**src/rtl/temp_regs_pkg.sv**
```systemverilog
// Package: register map, field layout and timing constants of the sensor register bank
package temp_regs_pkg;

	// ****************************************
	// Register addresses and reset values
	// ****************************************
	localparam logic [7:0]  ADDR_RESULT   = 8'h00;
	localparam logic [7:0]  ADDR_CONFIG   = 8'h01;
	localparam logic [15:0] RESULT_RESET  = 16'h8000;
	localparam logic [15:0] CONFIG_RESET  = 16'h0220;
	localparam logic [15:0] UNMAPPED_READ = 16'h0000;

	// ****************************************
	// Configuration field positions
	// ****************************************
	localparam int BIT_HIGH_FLAG = 15;
	localparam int BIT_LOW_FLAG  = 14;
	localparam int BIT_DONE_FLAG = 13;
	localparam int BIT_NV_BUSY   = 12;
	localparam int MODE_HI       = 11;
	localparam int MODE_LO       = 10;
	localparam int CYCLE_HI      = 9;
	localparam int CYCLE_LO      = 7;
	localparam int AVG_HI        = 6;
	localparam int AVG_LO        = 5;
	localparam int BIT_THERM_SEL = 4;
	localparam int BIT_POLARITY  = 3;
	localparam int BIT_PIN_SRC   = 2;
	localparam int BIT_SOFT_RST  = 1;

	// ****************************************
	// Mode and averaging codes
	// ****************************************
	localparam logic [1:0] MODE_CONT     = 2'h0;
	localparam logic [1:0] MODE_SHUTDOWN = 2'h1;
	localparam logic [1:0] MODE_CONT_ALT = 2'h2;
	localparam logic [1:0] MODE_SINGLE   = 2'h3;
	localparam logic [1:0] AVG_1         = 2'h0;
	localparam logic [1:0] AVG_8         = 2'h1;
	localparam logic [1:0] AVG_32        = 2'h2;
	localparam logic [1:0] AVG_64        = 2'h3;
	localparam logic [6:0] CNT_1         = 7'h01;
	localparam logic [6:0] CNT_8         = 7'h08;
	localparam logic [6:0] CNT_32        = 7'h20;
	localparam logic [6:0] CNT_64        = 7'h40;
	localparam logic [2:0] SHIFT_1       = 3'h0;
	localparam logic [2:0] SHIFT_8       = 3'h3;
	localparam logic [2:0] SHIFT_32      = 3'h5;
	localparam logic [2:0] SHIFT_64      = 3'h6;

	// ****************************************
	// Timing
	// ****************************************
	localparam int CLK_HZ        = 10_000_000;
	localparam int SOFT_RST_US   = 2000;
	localparam int SOFT_RST_CYC  = SOFT_RST_US * (CLK_HZ / 1_000_000);

	// ****************************************
	// Carriers
	// ****************************************
	typedef struct packed {
		logic [1:0] mode;
		logic [2:0] cycle;
		logic [1:0] avg;
		logic       therm_or_window_sel;
		logic       alarm_pin_polarity;
		logic       alarm_pin_source_sel;
	} cfg_fields_s;

	typedef struct packed {
		logic        valid;
		logic [15:0] code;
	} sample_s;

endpackage

```
**src/rtl/block_averager.sv**
```systemverilog
// Block averager: accumulates a set of samples and emits their mean
`timescale 1ns/1ps
`default_nettype none
module block_averager
	import temp_regs_pkg::*;
(
	input  wire logic        i_clk,
	input  wire logic        i_sys_rst,
	input  wire logic        i_clear,
	input  wire logic [1:0]  i_avg_sel,
	input  wire sample_s     i_sample,
	output sample_s          o_mean
);

	logic [6:0]  count_q;
	logic [6:0]  count_d;
	logic [22:0] acc_q;
	logic [22:0] acc_d;
	logic [22:0] acc_sum;
	logic [22:0] acc_shift;
	logic [6:0]  target;
	logic [2:0]  shift;
	logic        last;

	assign target = (i_avg_sel == AVG_1) ? CNT_1 :
			(i_avg_sel == AVG_8) ? CNT_8 :
			(i_avg_sel == AVG_32) ? CNT_32 : CNT_64;
	assign shift = (i_avg_sel == AVG_1) ? SHIFT_1 :
			(i_avg_sel == AVG_8) ? SHIFT_8 :
			(i_avg_sel == AVG_32) ? SHIFT_32 : SHIFT_64;
	assign acc_sum = acc_q + {{7{i_sample.code[15]}}, i_sample.code};
	assign acc_shift = $signed(acc_sum) >>> shift;
	assign last = i_sample.valid && ((count_q + 7'h01) == target);
	// Block mean, accumulator restarts after each result
	assign acc_d = (i_clear || last) ? 23'h00_0000 :
			(i_sample.valid ? acc_sum : acc_q);
	assign count_d = (i_clear || last) ? 7'h00 :
			(i_sample.valid ? count_q + 7'h01 : count_q);

	always_ff @(posedge i_clk or posedge i_sys_rst)
	begin
		if (i_sys_rst)
		begin
			acc_q <= 23'h00_0000;
			count_q <= 7'h00;
			o_mean <= '0;
		end
		else
		begin
			acc_q <= acc_d;
			count_q <= count_d;
			o_mean.valid <= last && !i_clear;
			if (last)
				o_mean.code <= acc_shift[15:0];
		end
	end

endmodule // block_averager
`default_nettype wire

```
**src/rtl/temp_sensor_result_config_regs.sv**
```systemverilog
// Result and configuration register bank of a digital temperature sensor
`timescale 1ns/1ps
`default_nettype none
// Behaviour
// - 16-bit read-only result holds latest completed conversion; writes ignored.
// - One result LSB equals 7.8125 millidegrees Celsius.
// - Result is signed two's complement; negative temperatures set the MSB.
// - After reset result reads 8000h until first full averaged conversion stored.
// - Result at address 00h, configuration at 01h, configuration resets to 0220h.
// - Mode 00/10 continuous (10 reads 00), 01 shutdown, 11 single conversion.
// - Done flag sets on result update; clears on result or configuration read.
// - Averaging 1, 8, 32 or 64 conversions; stored result is a block average.
// - Writing one to soft reset starts about 2 ms reset; bit reads zero.
module temp_sensor_result_config_regs
	import temp_regs_pkg::*;
#(
	parameter int SOFT_RST_CYCLES = SOFT_RST_CYC
)
(
	input  wire logic        i_clk,
	input  wire logic        i_sys_rst,
	input  wire logic [7:0]  i_reg_addr,
	input  wire logic        i_reg_wr,
	input  wire logic        i_reg_rd,
	input  wire logic [15:0] i_reg_wdata,
	input  wire logic        i_conv_valid,
	input  wire logic [15:0] i_conv_code,
	input  wire logic        i_high_flag,
	input  wire logic        i_low_flag,
	input  wire logic        i_nv_busy,
	output logic [15:0]      o_reg_rdata,
	output logic             o_conv_run,
	output logic             o_soft_rst_busy,
	output cfg_fields_s      o_cfg
);

	// ****************************************
	// State
	// ****************************************
	typedef enum logic [1:0] {ST_IDLE, ST_RUN, ST_SINGLE} conv_state_e;

	conv_state_e state_q;
	conv_state_e state_d;
	cfg_fields_s cfg_q;
	cfg_fields_s cfg_d;
	logic [15:0] result_q;
	logic        done_q;
	logic        done_d;
	logic [14:0] srst_cnt_q;
	logic [14:0] srst_cnt_d;
	sample_s     sample_in;
	sample_s     mean;
	logic        hit_result;
	logic        hit_config;
	logic        cfg_write;
	logic        cfg_read_clr;
	logic        srst_start;
	logic        srst_busy;
	logic        local_rst;
	logic [1:0]  mode_wr;
	logic [15:0] cfg_view;

	// ****************************************
	// Decode
	// ****************************************
	// address decode
	assign hit_result = (i_reg_addr == ADDR_RESULT);
	assign hit_config = (i_reg_addr == ADDR_CONFIG);
	assign srst_busy = (srst_cnt_q != 15'h0000);
	assign srst_start = i_reg_wr && hit_config && i_reg_wdata[BIT_SOFT_RST] && !srst_busy;
	assign cfg_write = i_reg_wr && hit_config && !srst_start && !srst_busy;
	assign cfg_read_clr = i_reg_rd && (hit_result || hit_config);
	assign local_rst = srst_start || srst_busy;
	assign mode_wr = (i_reg_wdata[MODE_HI:MODE_LO] == MODE_CONT_ALT) ?
			MODE_CONT : i_reg_wdata[MODE_HI:MODE_LO];

	always_comb
	begin
		cfg_d = cfg_q;
		if (local_rst)
			cfg_d = CONFIG_RESET[MODE_HI:BIT_PIN_SRC];
		else if (cfg_write)
		begin
			cfg_d.mode = mode_wr;
			cfg_d.cycle = i_reg_wdata[CYCLE_HI:CYCLE_LO];
			cfg_d.avg = i_reg_wdata[AVG_HI:AVG_LO];
			cfg_d.therm_or_window_sel = i_reg_wdata[BIT_THERM_SEL];
			cfg_d.alarm_pin_polarity = i_reg_wdata[BIT_POLARITY];
			cfg_d.alarm_pin_source_sel = i_reg_wdata[BIT_PIN_SRC];
		end
		else if (state_q == ST_SINGLE && mean.valid)
			cfg_d.mode = MODE_SHUTDOWN;
	end

	// ****************************************
	// Conversion sequencing
	// ****************************************
	// mode selects sequencing
	always_comb
	begin
		state_d = state_q;
		case (cfg_d.mode)
			MODE_SHUTDOWN: state_d = ST_IDLE;
			MODE_SINGLE:   state_d = ST_SINGLE;
			MODE_CONT:     state_d = ST_RUN;
			default:       state_d = ST_RUN;
		endcase
	end

	assign o_conv_run = (state_q != ST_IDLE) && !srst_busy;
	assign sample_in.valid = i_conv_valid && o_conv_run;
	assign sample_in.code = i_conv_code;

	block_averager u_avg (
		.i_clk     (i_clk),
		.i_sys_rst (i_sys_rst),
		.i_clear   (local_rst || cfg_write),
		.i_avg_sel (cfg_q.avg),
		.i_sample  (sample_in),
		.o_mean    (mean)
	);

	// done flag, set wins over read clear, soft reset wins over both
	assign done_d = local_rst ? 1'b0 : (mean.valid ? 1'b1 : (cfg_read_clr ? 1'b0 : done_q));
	assign srst_cnt_d = srst_start ? SOFT_RST_CYCLES[14:0] :
			(srst_busy ? srst_cnt_q - 15'h0001 : srst_cnt_q);

	always_ff @(posedge i_clk or posedge i_sys_rst)
	begin
		if (i_sys_rst)
		begin
			result_q <= RESULT_RESET;
			cfg_q <= CONFIG_RESET[MODE_HI:BIT_PIN_SRC];
			done_q <= 1'b0;
			srst_cnt_q <= 15'h0000;
			state_q <= ST_RUN;
		end
		else
		begin
			if (local_rst)
				result_q <= RESULT_RESET;
			else if (mean.valid)
				result_q <= mean.code;
			cfg_q <= cfg_d;
			done_q <= done_d;
			srst_cnt_q <= srst_cnt_d;
			state_q <= state_d;
		end
	end

	// ****************************************
	// Read path
	// ****************************************
	// configuration layout, soft reset reads zero
	assign cfg_view = {i_high_flag, i_low_flag, done_q, i_nv_busy, cfg_q, 2'b00};
	// code passed raw as signed steps
	assign o_reg_rdata = hit_result ? result_q : (hit_config ? cfg_view : UNMAPPED_READ);
	assign o_soft_rst_busy = srst_busy;
	assign o_cfg = cfg_q;
endmodule // temp_sensor_result_config_regs
`default_nettype wire

```
**config.mk**
```make
export PLATFORM = sky130hd
export DESIGN_NAME = temp_sensor_result_config_regs
export DESIGN_NICKNAME = d
export VERILOG_FILES = /design/src/rtl/temp_regs_pkg.sv /design/src/rtl/block_averager.sv /design/src/rtl/temp_sensor_result_config_regs.sv
export SDC_FILE = /design/constraint.sdc
export NUM_CORES = 1
export LEC_CHECK = 0
export BUFFER_PORTS_ARGS = -buffer_cell sky130_fd_sc_hd__buf_2
export CAP_MARGIN = 20
export CORE_MARGIN = 4
export CORE_UTILIZATION = 34
export CTS_BUF_LIST = sky130_fd_sc_hd__clkbuf_16
export DETAILED_ROUTE_END_ITERATION = 8
export MAX_ROUTING_LAYER = met4
export SYNTH_ARGS = -nofsm -noshare
export SYNTH_HDL_FRONTEND = slang
export SYNTH_SLANG_ARGS = --single-unit
```
**constraint.sdc**
```tcl
create_clock -name i_clk -period 2.98 [get_ports i_clk]
set_input_delay 0.596 -clock i_clk [delete_from_list [all_inputs] [get_ports i_clk]]
set_output_delay 0.596 -clock i_clk [all_outputs]
set_load 0.01 [all_outputs]
```
== Word-level counts from Yosys, hierarchy flattened ==
Index checks and enable logic that the tools add are counted.

* Flip-flop bits (word level): 91
* Latch bits: 0
* RAM bits: 0
* Memory bits (read-only): 0
* Input port bits: 48
* Output and inout port bits: 28
* Logic and storage cells: 78
* Memories kept: 0

* $add $sub $neg: 3
* Multipliers: 0
* Div/mod/pow operators: 0
* Magnitude comparators: 0
* Equal/unequal tests: 8
* Shift-type cells: 1
* Muxes and demuxes: 25
* Bitwise logic cells: 0
* Reduce and logical (&&, ||, !) cells: 27

{| class="wikitable"
|+ Operators by type and width
! cell !! number
|-
| $mux W16 || 4
|-
| $mux W23 || 2
|-
| $mux W7 || 5
|-
| $mux W15 || 2
|-
| $add A23 B23 Y23 || 1
|-
| $sshr A23 B3 Y16 || 1
|-
| $reduce_bool A15 Y1 || 1
|-
| $sub A15 B1 Y15 const B || 1
|-
| $logic_and A1 B1 Y1 || 11
|-
| $mux W10 || 1
|-
| $reduce_bool A2 Y1 || 5
|-
| $eq A2 B2 Y1 const B || 4
|-
| $eq A8 B1 Y1 const B || 1
|-
| $logic_not A8 Y1 || 1
|-
| $mux W2 || 4
|-
| $mux W8 || 1
|-
| $add A7 B1 Y7 const B || 1
|-
| $eq A7 B7 Y1 || 1
|-
| $mux W3 || 2
|-
| $eq A2 B1 Y1 const B || 2
|-
| $logic_or A1 B1 Y1 || 4
|-
| $pmux W2 S2 || 1
|-
| $logic_not A1 Y1 || 3
|-
| $mux W1 || 3
|-
| 2 further kinds || 2
|}

== Logic depth before layout (Yosys ltp) ==
* Word-level depth: 11
* Gate-level depth with buffers: 11
* Depth with buffers taken out: 10

== By module ==
From an unflattened synthesis, not the netlist that was laid out.

* Cell total of the unflattened synthesis: 731
* Area total of the unflattened synthesis: 6510.0 µm²

{| class="wikitable"
|+ Modules (own cells, without submodules)
! module !! times used !! cells an instance !! area an instance (µm²) !! sequential area each (µm²)
|-
| block_averager || 1 || 504 || 4246.6 || 1176.1
|-
| temp_sensor_result_config_regs || 1 || 227 || 2263.4 || 1106.1
|}

== Worst setup path before layout ==
No wires, ideal clock.

* Path type: input -> register
* Start: input i_conv_code[0]
* End: register u_avg.o_mean[9] (netlist bit)
* Setup time: 0.125 ns
* Arrival time: 2.901 ns
* Data required time: 2.855 ns
* Slack: -0.046 ns
* Stages: 9
* Buffers on the path: 0
* Path through: ha_1 fa_1 a211oi_1 o211ai_4 a2111o_1 nand3_1 mux4_2 mux2i_1 mux2_2

* Cells in the longest elaborated chain, start to end: 2

{| class="wikitable"
|+ Ends and longest elaborated chain
! what !! line !! source
|-
| start, declared || temp_sensor_result_config_regs.sv:27 || <nowiki>input wire logic [15:0] i_conv_code,</nowiki>
|-
| $add A23 B23 Y23 || block_averager.sv:31 || <nowiki>assign acc_sum = acc_q + {{7{i_sample.code[15]}}, i_sample.code};</nowiki>
|-
| $sshr A23 B3 Y16 || block_averager.sv:32 || <nowiki>assign acc_shift = $signed(acc_sum) >>> shift;</nowiki>
|-
| end, declared || block_averager.sv:12 || <nowiki>output sample_s o_mean</nowiki>
|}

Every way passes these cells.
A chain may end at the register's enable or synchronous reset.

== Worst setup path in the final report ==
* Start: register u_avg.acc_q[0]
* End: register u_avg.o_mean[15] (netlist bit)

* Cells in the longest elaborated chain, start to end: 2

{| class="wikitable"
|+ Ends and longest elaborated chain
! what !! line !! source
|-
| start, declared || block_averager.sv:17 || <nowiki>logic [22:0] acc_q;</nowiki>
|-
| start signal, assigned || block_averager.sv:44 || <nowiki>acc_q <= 23'h00_0000;</nowiki>
|-
| start signal, assigned || block_averager.sv:50 || <nowiki>acc_q <= acc_d;</nowiki>
|-
| $add A23 B23 Y23 || block_averager.sv:31 ||
|-
| $sshr A23 B3 Y16 || block_averager.sv:32 ||
|}

Every way passes these cells.

==> metrics.txt <==
status finished clean; DPL Wire Length roughly 13 mm; TNS Setup 0 ns; # diodes 0; drt wl/cell 16.0 um; initial antenna violation count 0; fin cells between 1000 and 1500; Root Buffer clkbuf_16; RSZ-0062 raised after global routing true; total global-route track usage 16.6%; synthesized netlist cell count between 600 and 700; Leak 0.00356 uW; CP delay by family, top compound AO/OA/AOI/OAI gates; Initial DRT Pass Iterations 5; min setup slack post-route ~0.11 ns; synth-to-layout area growth 26.1%; met3 usage just over 3%; Post-synth EDFFs 0; Post-synth ARST share 100%; sequence of cells on the critical path ha_4 > fa_2 > a211oi_4 > o211ai_4 > a211oi_2 > o21bai_2 > nor4_2 > a211oi_2 > buf_4 > o31a_1 > o31a_1; critical path's largest stage delay roughly 0.42 ns; Slowest-stage cell, CP fa_2; post-route cell area 7970 um2; # rows 49; HP Class input port to asynchronous set/reset pin; Synth Cell Area 6320 um2; synth unique cells 84; R2R Setup Slk around 0.11 ns; Worst-Margin Slew ~0.53 ns; period utilisation layout a little over nine tenths; layout cell share with drive strength beyond 1 around 30%; VDD IR max roughly 0.00026 V; Slew HR between 60% and 70%; Final Hold Viols 0; Initial Util between 30% and 40%; vias in the first global route between 5000 and 6000; register area share after synthesis between 30% and 40%; CP max FO 8; routing usage on met2 roughly 25%; Slew Limit Fails 0; Yosys warning count 0; hold buffers post-CTS 0; total power about 2700 uW; Die Height roughly 140 um; Mapped Avg Cell Area around 9.4 um2; clk_lat worst skew around 0.36 ns; clock sinks 91; vias after detailed routing around 5600; Max Cap Violations 0; syn nets 750; fmax ~0.35 GHz; final setup fails 0; first-pass GRT wire length ~27 mm; clk slew on worst S/H paths 0.07 ns; GRT Max-Usage Layer met2; DIE AREA 20800 um2; minimum clock period around 2.9 ns; reg2reg path depth 11; Ports 76; top_reg_cell synth dfrtp_1; largest net degree at the start of global routing 92; CP Data Required Time 3.22 ns; die width around 140 um; final RePlAce weighted congestion between 0.8 and 0.9; Num CTS Buffers 9; WS Path Type flop to flop; Setup crit end kind flop; CORE AREA around 18000 um2; pwr/cell area between 300 and 400 nW/um2; met1 Usage GRT between 20% and 30%; DP Area around 7500 um2; pre-CTS setup slack -0.301 ns; Critical path buffers and inverters 1; Vias/cell between 5 and 6; WL final about 17 mm; nets roughly 900; TritonCTS clock tree yes; I/O Buffers 70; DRT iter0 DRCs about 350; H-tree levels 3; RR Endpoint u_avg.o_mean[15]$_DFFE_PP0P_; GR Overflow Total 0; Max Root-Sink Buffers 2; Critical Path AT between 3 and 4 ns; Worst R2R Start u_avg.acc_q[0]$_DFFE_PP0P_; Worst Setup Start Kind flop; drt drc 0; DRT antenna net count 0; post-synthesis register bit count 91; DP Cell Count about 1000; Final Skew 0.0113 ns
## metal layers
metal	routed length, um	share of wire (%)	vias to the layer above
met5	0	0	-
met4	211	1.3	0
met3	671	4.0	16
met2	7560	45	110
met1	8290	50	2681
li1	-	-	2754
## tightest hold or removal path, cell delays in order
cell and delay, ns:
buf_2 0.10, clkinv_2 0.05, buf_12 0.36
## where the power goes
group          switching (uW)  internal (uW)  leakage (uW)  total [uW]
clock network             547            673      0.000155        1220
logic                     141            122       0.00218         263
registers                   0           1230       0.00122        1230
## state kept, by name (all words and copies together) (netlist names)
signal         cells
state_q            2
u_avg.acc_q       23
o_cfg             10
srst_cnt_q        15
u_avg.count_q      7
u_avg.o_mean      17
result_q          16
done_q             1
## logic make-up after synthesis
group | synth area share [%]
xor gates and xnor gates | 5.82
adders and majority gates | 6.06
buffers and inverters | 2.87
DFF | 36.1
muxes | 9.01
AOI/OAI and AO/OA | 20.5
and+or+nand+nor | 19.6
## how the worst max path moves through the flow
| stage | startpoint | endpoint | slack [ns] | cells past startpoint |
|---|---|---|---|---|
| 2_1_floorplan | i_sys_rst | done_q$_DFFE_PP0P_ | 0.03 | 1 |
| 3_3_place_gp | i_conv_code[0] | u_avg.o_mean[5]$_DFFE_PP0P_ | -0.26 | 11 |
| 3_5_place_dp | i_conv_code[0] | u_avg.o_mean[5]$_DFFE_PP0P_ | -0.30 | 11 |
| 4_1_cts | u_avg.acc_q[0]$_DFFE_PP0P_ | u_avg.o_mean[5]$_DFFE_PP0P_ | 0.02 | 10 |
| 5_1_grt | u_avg.acc_q[0]$_DFFE_PP0P_ | u_avg.o_mean[15]$_DFFE_PP0P_ | -0.02 | 11 |
| 6_report | u_avg.acc_q[0]$_DFFE_PP0P_ | u_avg.o_mean[15]$_DFFE_PP0P_ | 0.11 | 11 |
## synthesized netlist by cell type (3+ instances only)
library cell	count	area, um2
o2111ai_1	5	43.8
a21oi_1	37	185
dfstp_2	4	105
inv_2	3	11.3
ha_1	29	363
and2_1	6	37.5
xor2_1	14	123
o31ai_1	3	22.5
dfrtp_1	87	2180
a22o_1	19	166
o211ai_1	10	75.1
nor3_2	4	40.0
nand4_1	7	43.8
clkbuf_1	21	78.8
a21o_1	7	52.6
mux2i_1	40	400
buf_2	9	45.0
and4_1	4	35.0
o21ai_0	39	195
a22oi_1	6	45.0
xnor2_1	21	184
nor4_1	7	43.8
nand2b_1	6	37.5
mux2_2	5	56.3
o21a_1	3	22.5
nor2b_1	5	31.3
inv_1	10	37.5
mux4_2	5	113
nor2_1	78	293
a211oi_1	6	45.0
or2_2	3	18.8
o21ai_1	3	15.0
a31oi_1	8	50.1
nand2_1	66	248
and3_1	3	18.8
nor3b_1	6	45.0
nor3_1	11	55.1
nand3_1	14	70.1
a221oi_1	4	35.0
## cells in the final DEF, fill, tap and decap left out, drive strengths merged, types with 8 or more instances in the layout
cell | netlist | final
xnor2 | 22 | 22
nor4 | 9 | 9
nand4 | 8 | 8
buf | 10 | 161
nand3 | 15 | 15
ha | 29 | 29
a21oi | 39 | 39
xor2 | 14 | 14
mux2i | 40 | 40
nor3 | 15 | 15
o211ai | 12 | 12
a22o | 19 | 19
a211oi | 9 | 9
o21ai | 43 | 43
inv | 13 | 15
dfrtp | 87 | 87
nand2 | 66 | 66
a31oi | 8 | 8
clkbuf | 22 | 9
nor2 | 81 | 81
## cell type report
type	instances	area [um2]
Fill cell	1764	10200
Multi-Input combinational cell	536	3980
Inverter	13	50.0
Clock inverter	7	92.6
Tap cell	229	287
Timing Repair Buffer	161	1050
Clock buffer	9	225
Sequential cell	91	2280
## per-stage QoR
stage / hold slack (ns) / utilization (%)
after floorplan: 0.434 / -
after global placement: 0.450 / 41.4
after detailed placement: 0.474 / 41.4
after CTS: 0.360 / 43.2
after global routing: 0.357 / 43.9
final: 0.312 / 43.9
## timing repair
item | in CTS | in global routing
resized for setup | 0 | 23
buffers inserted | 0 | 2
setup endpoints to repair | 0 | 11
Power figures use the tool's default switching activity.
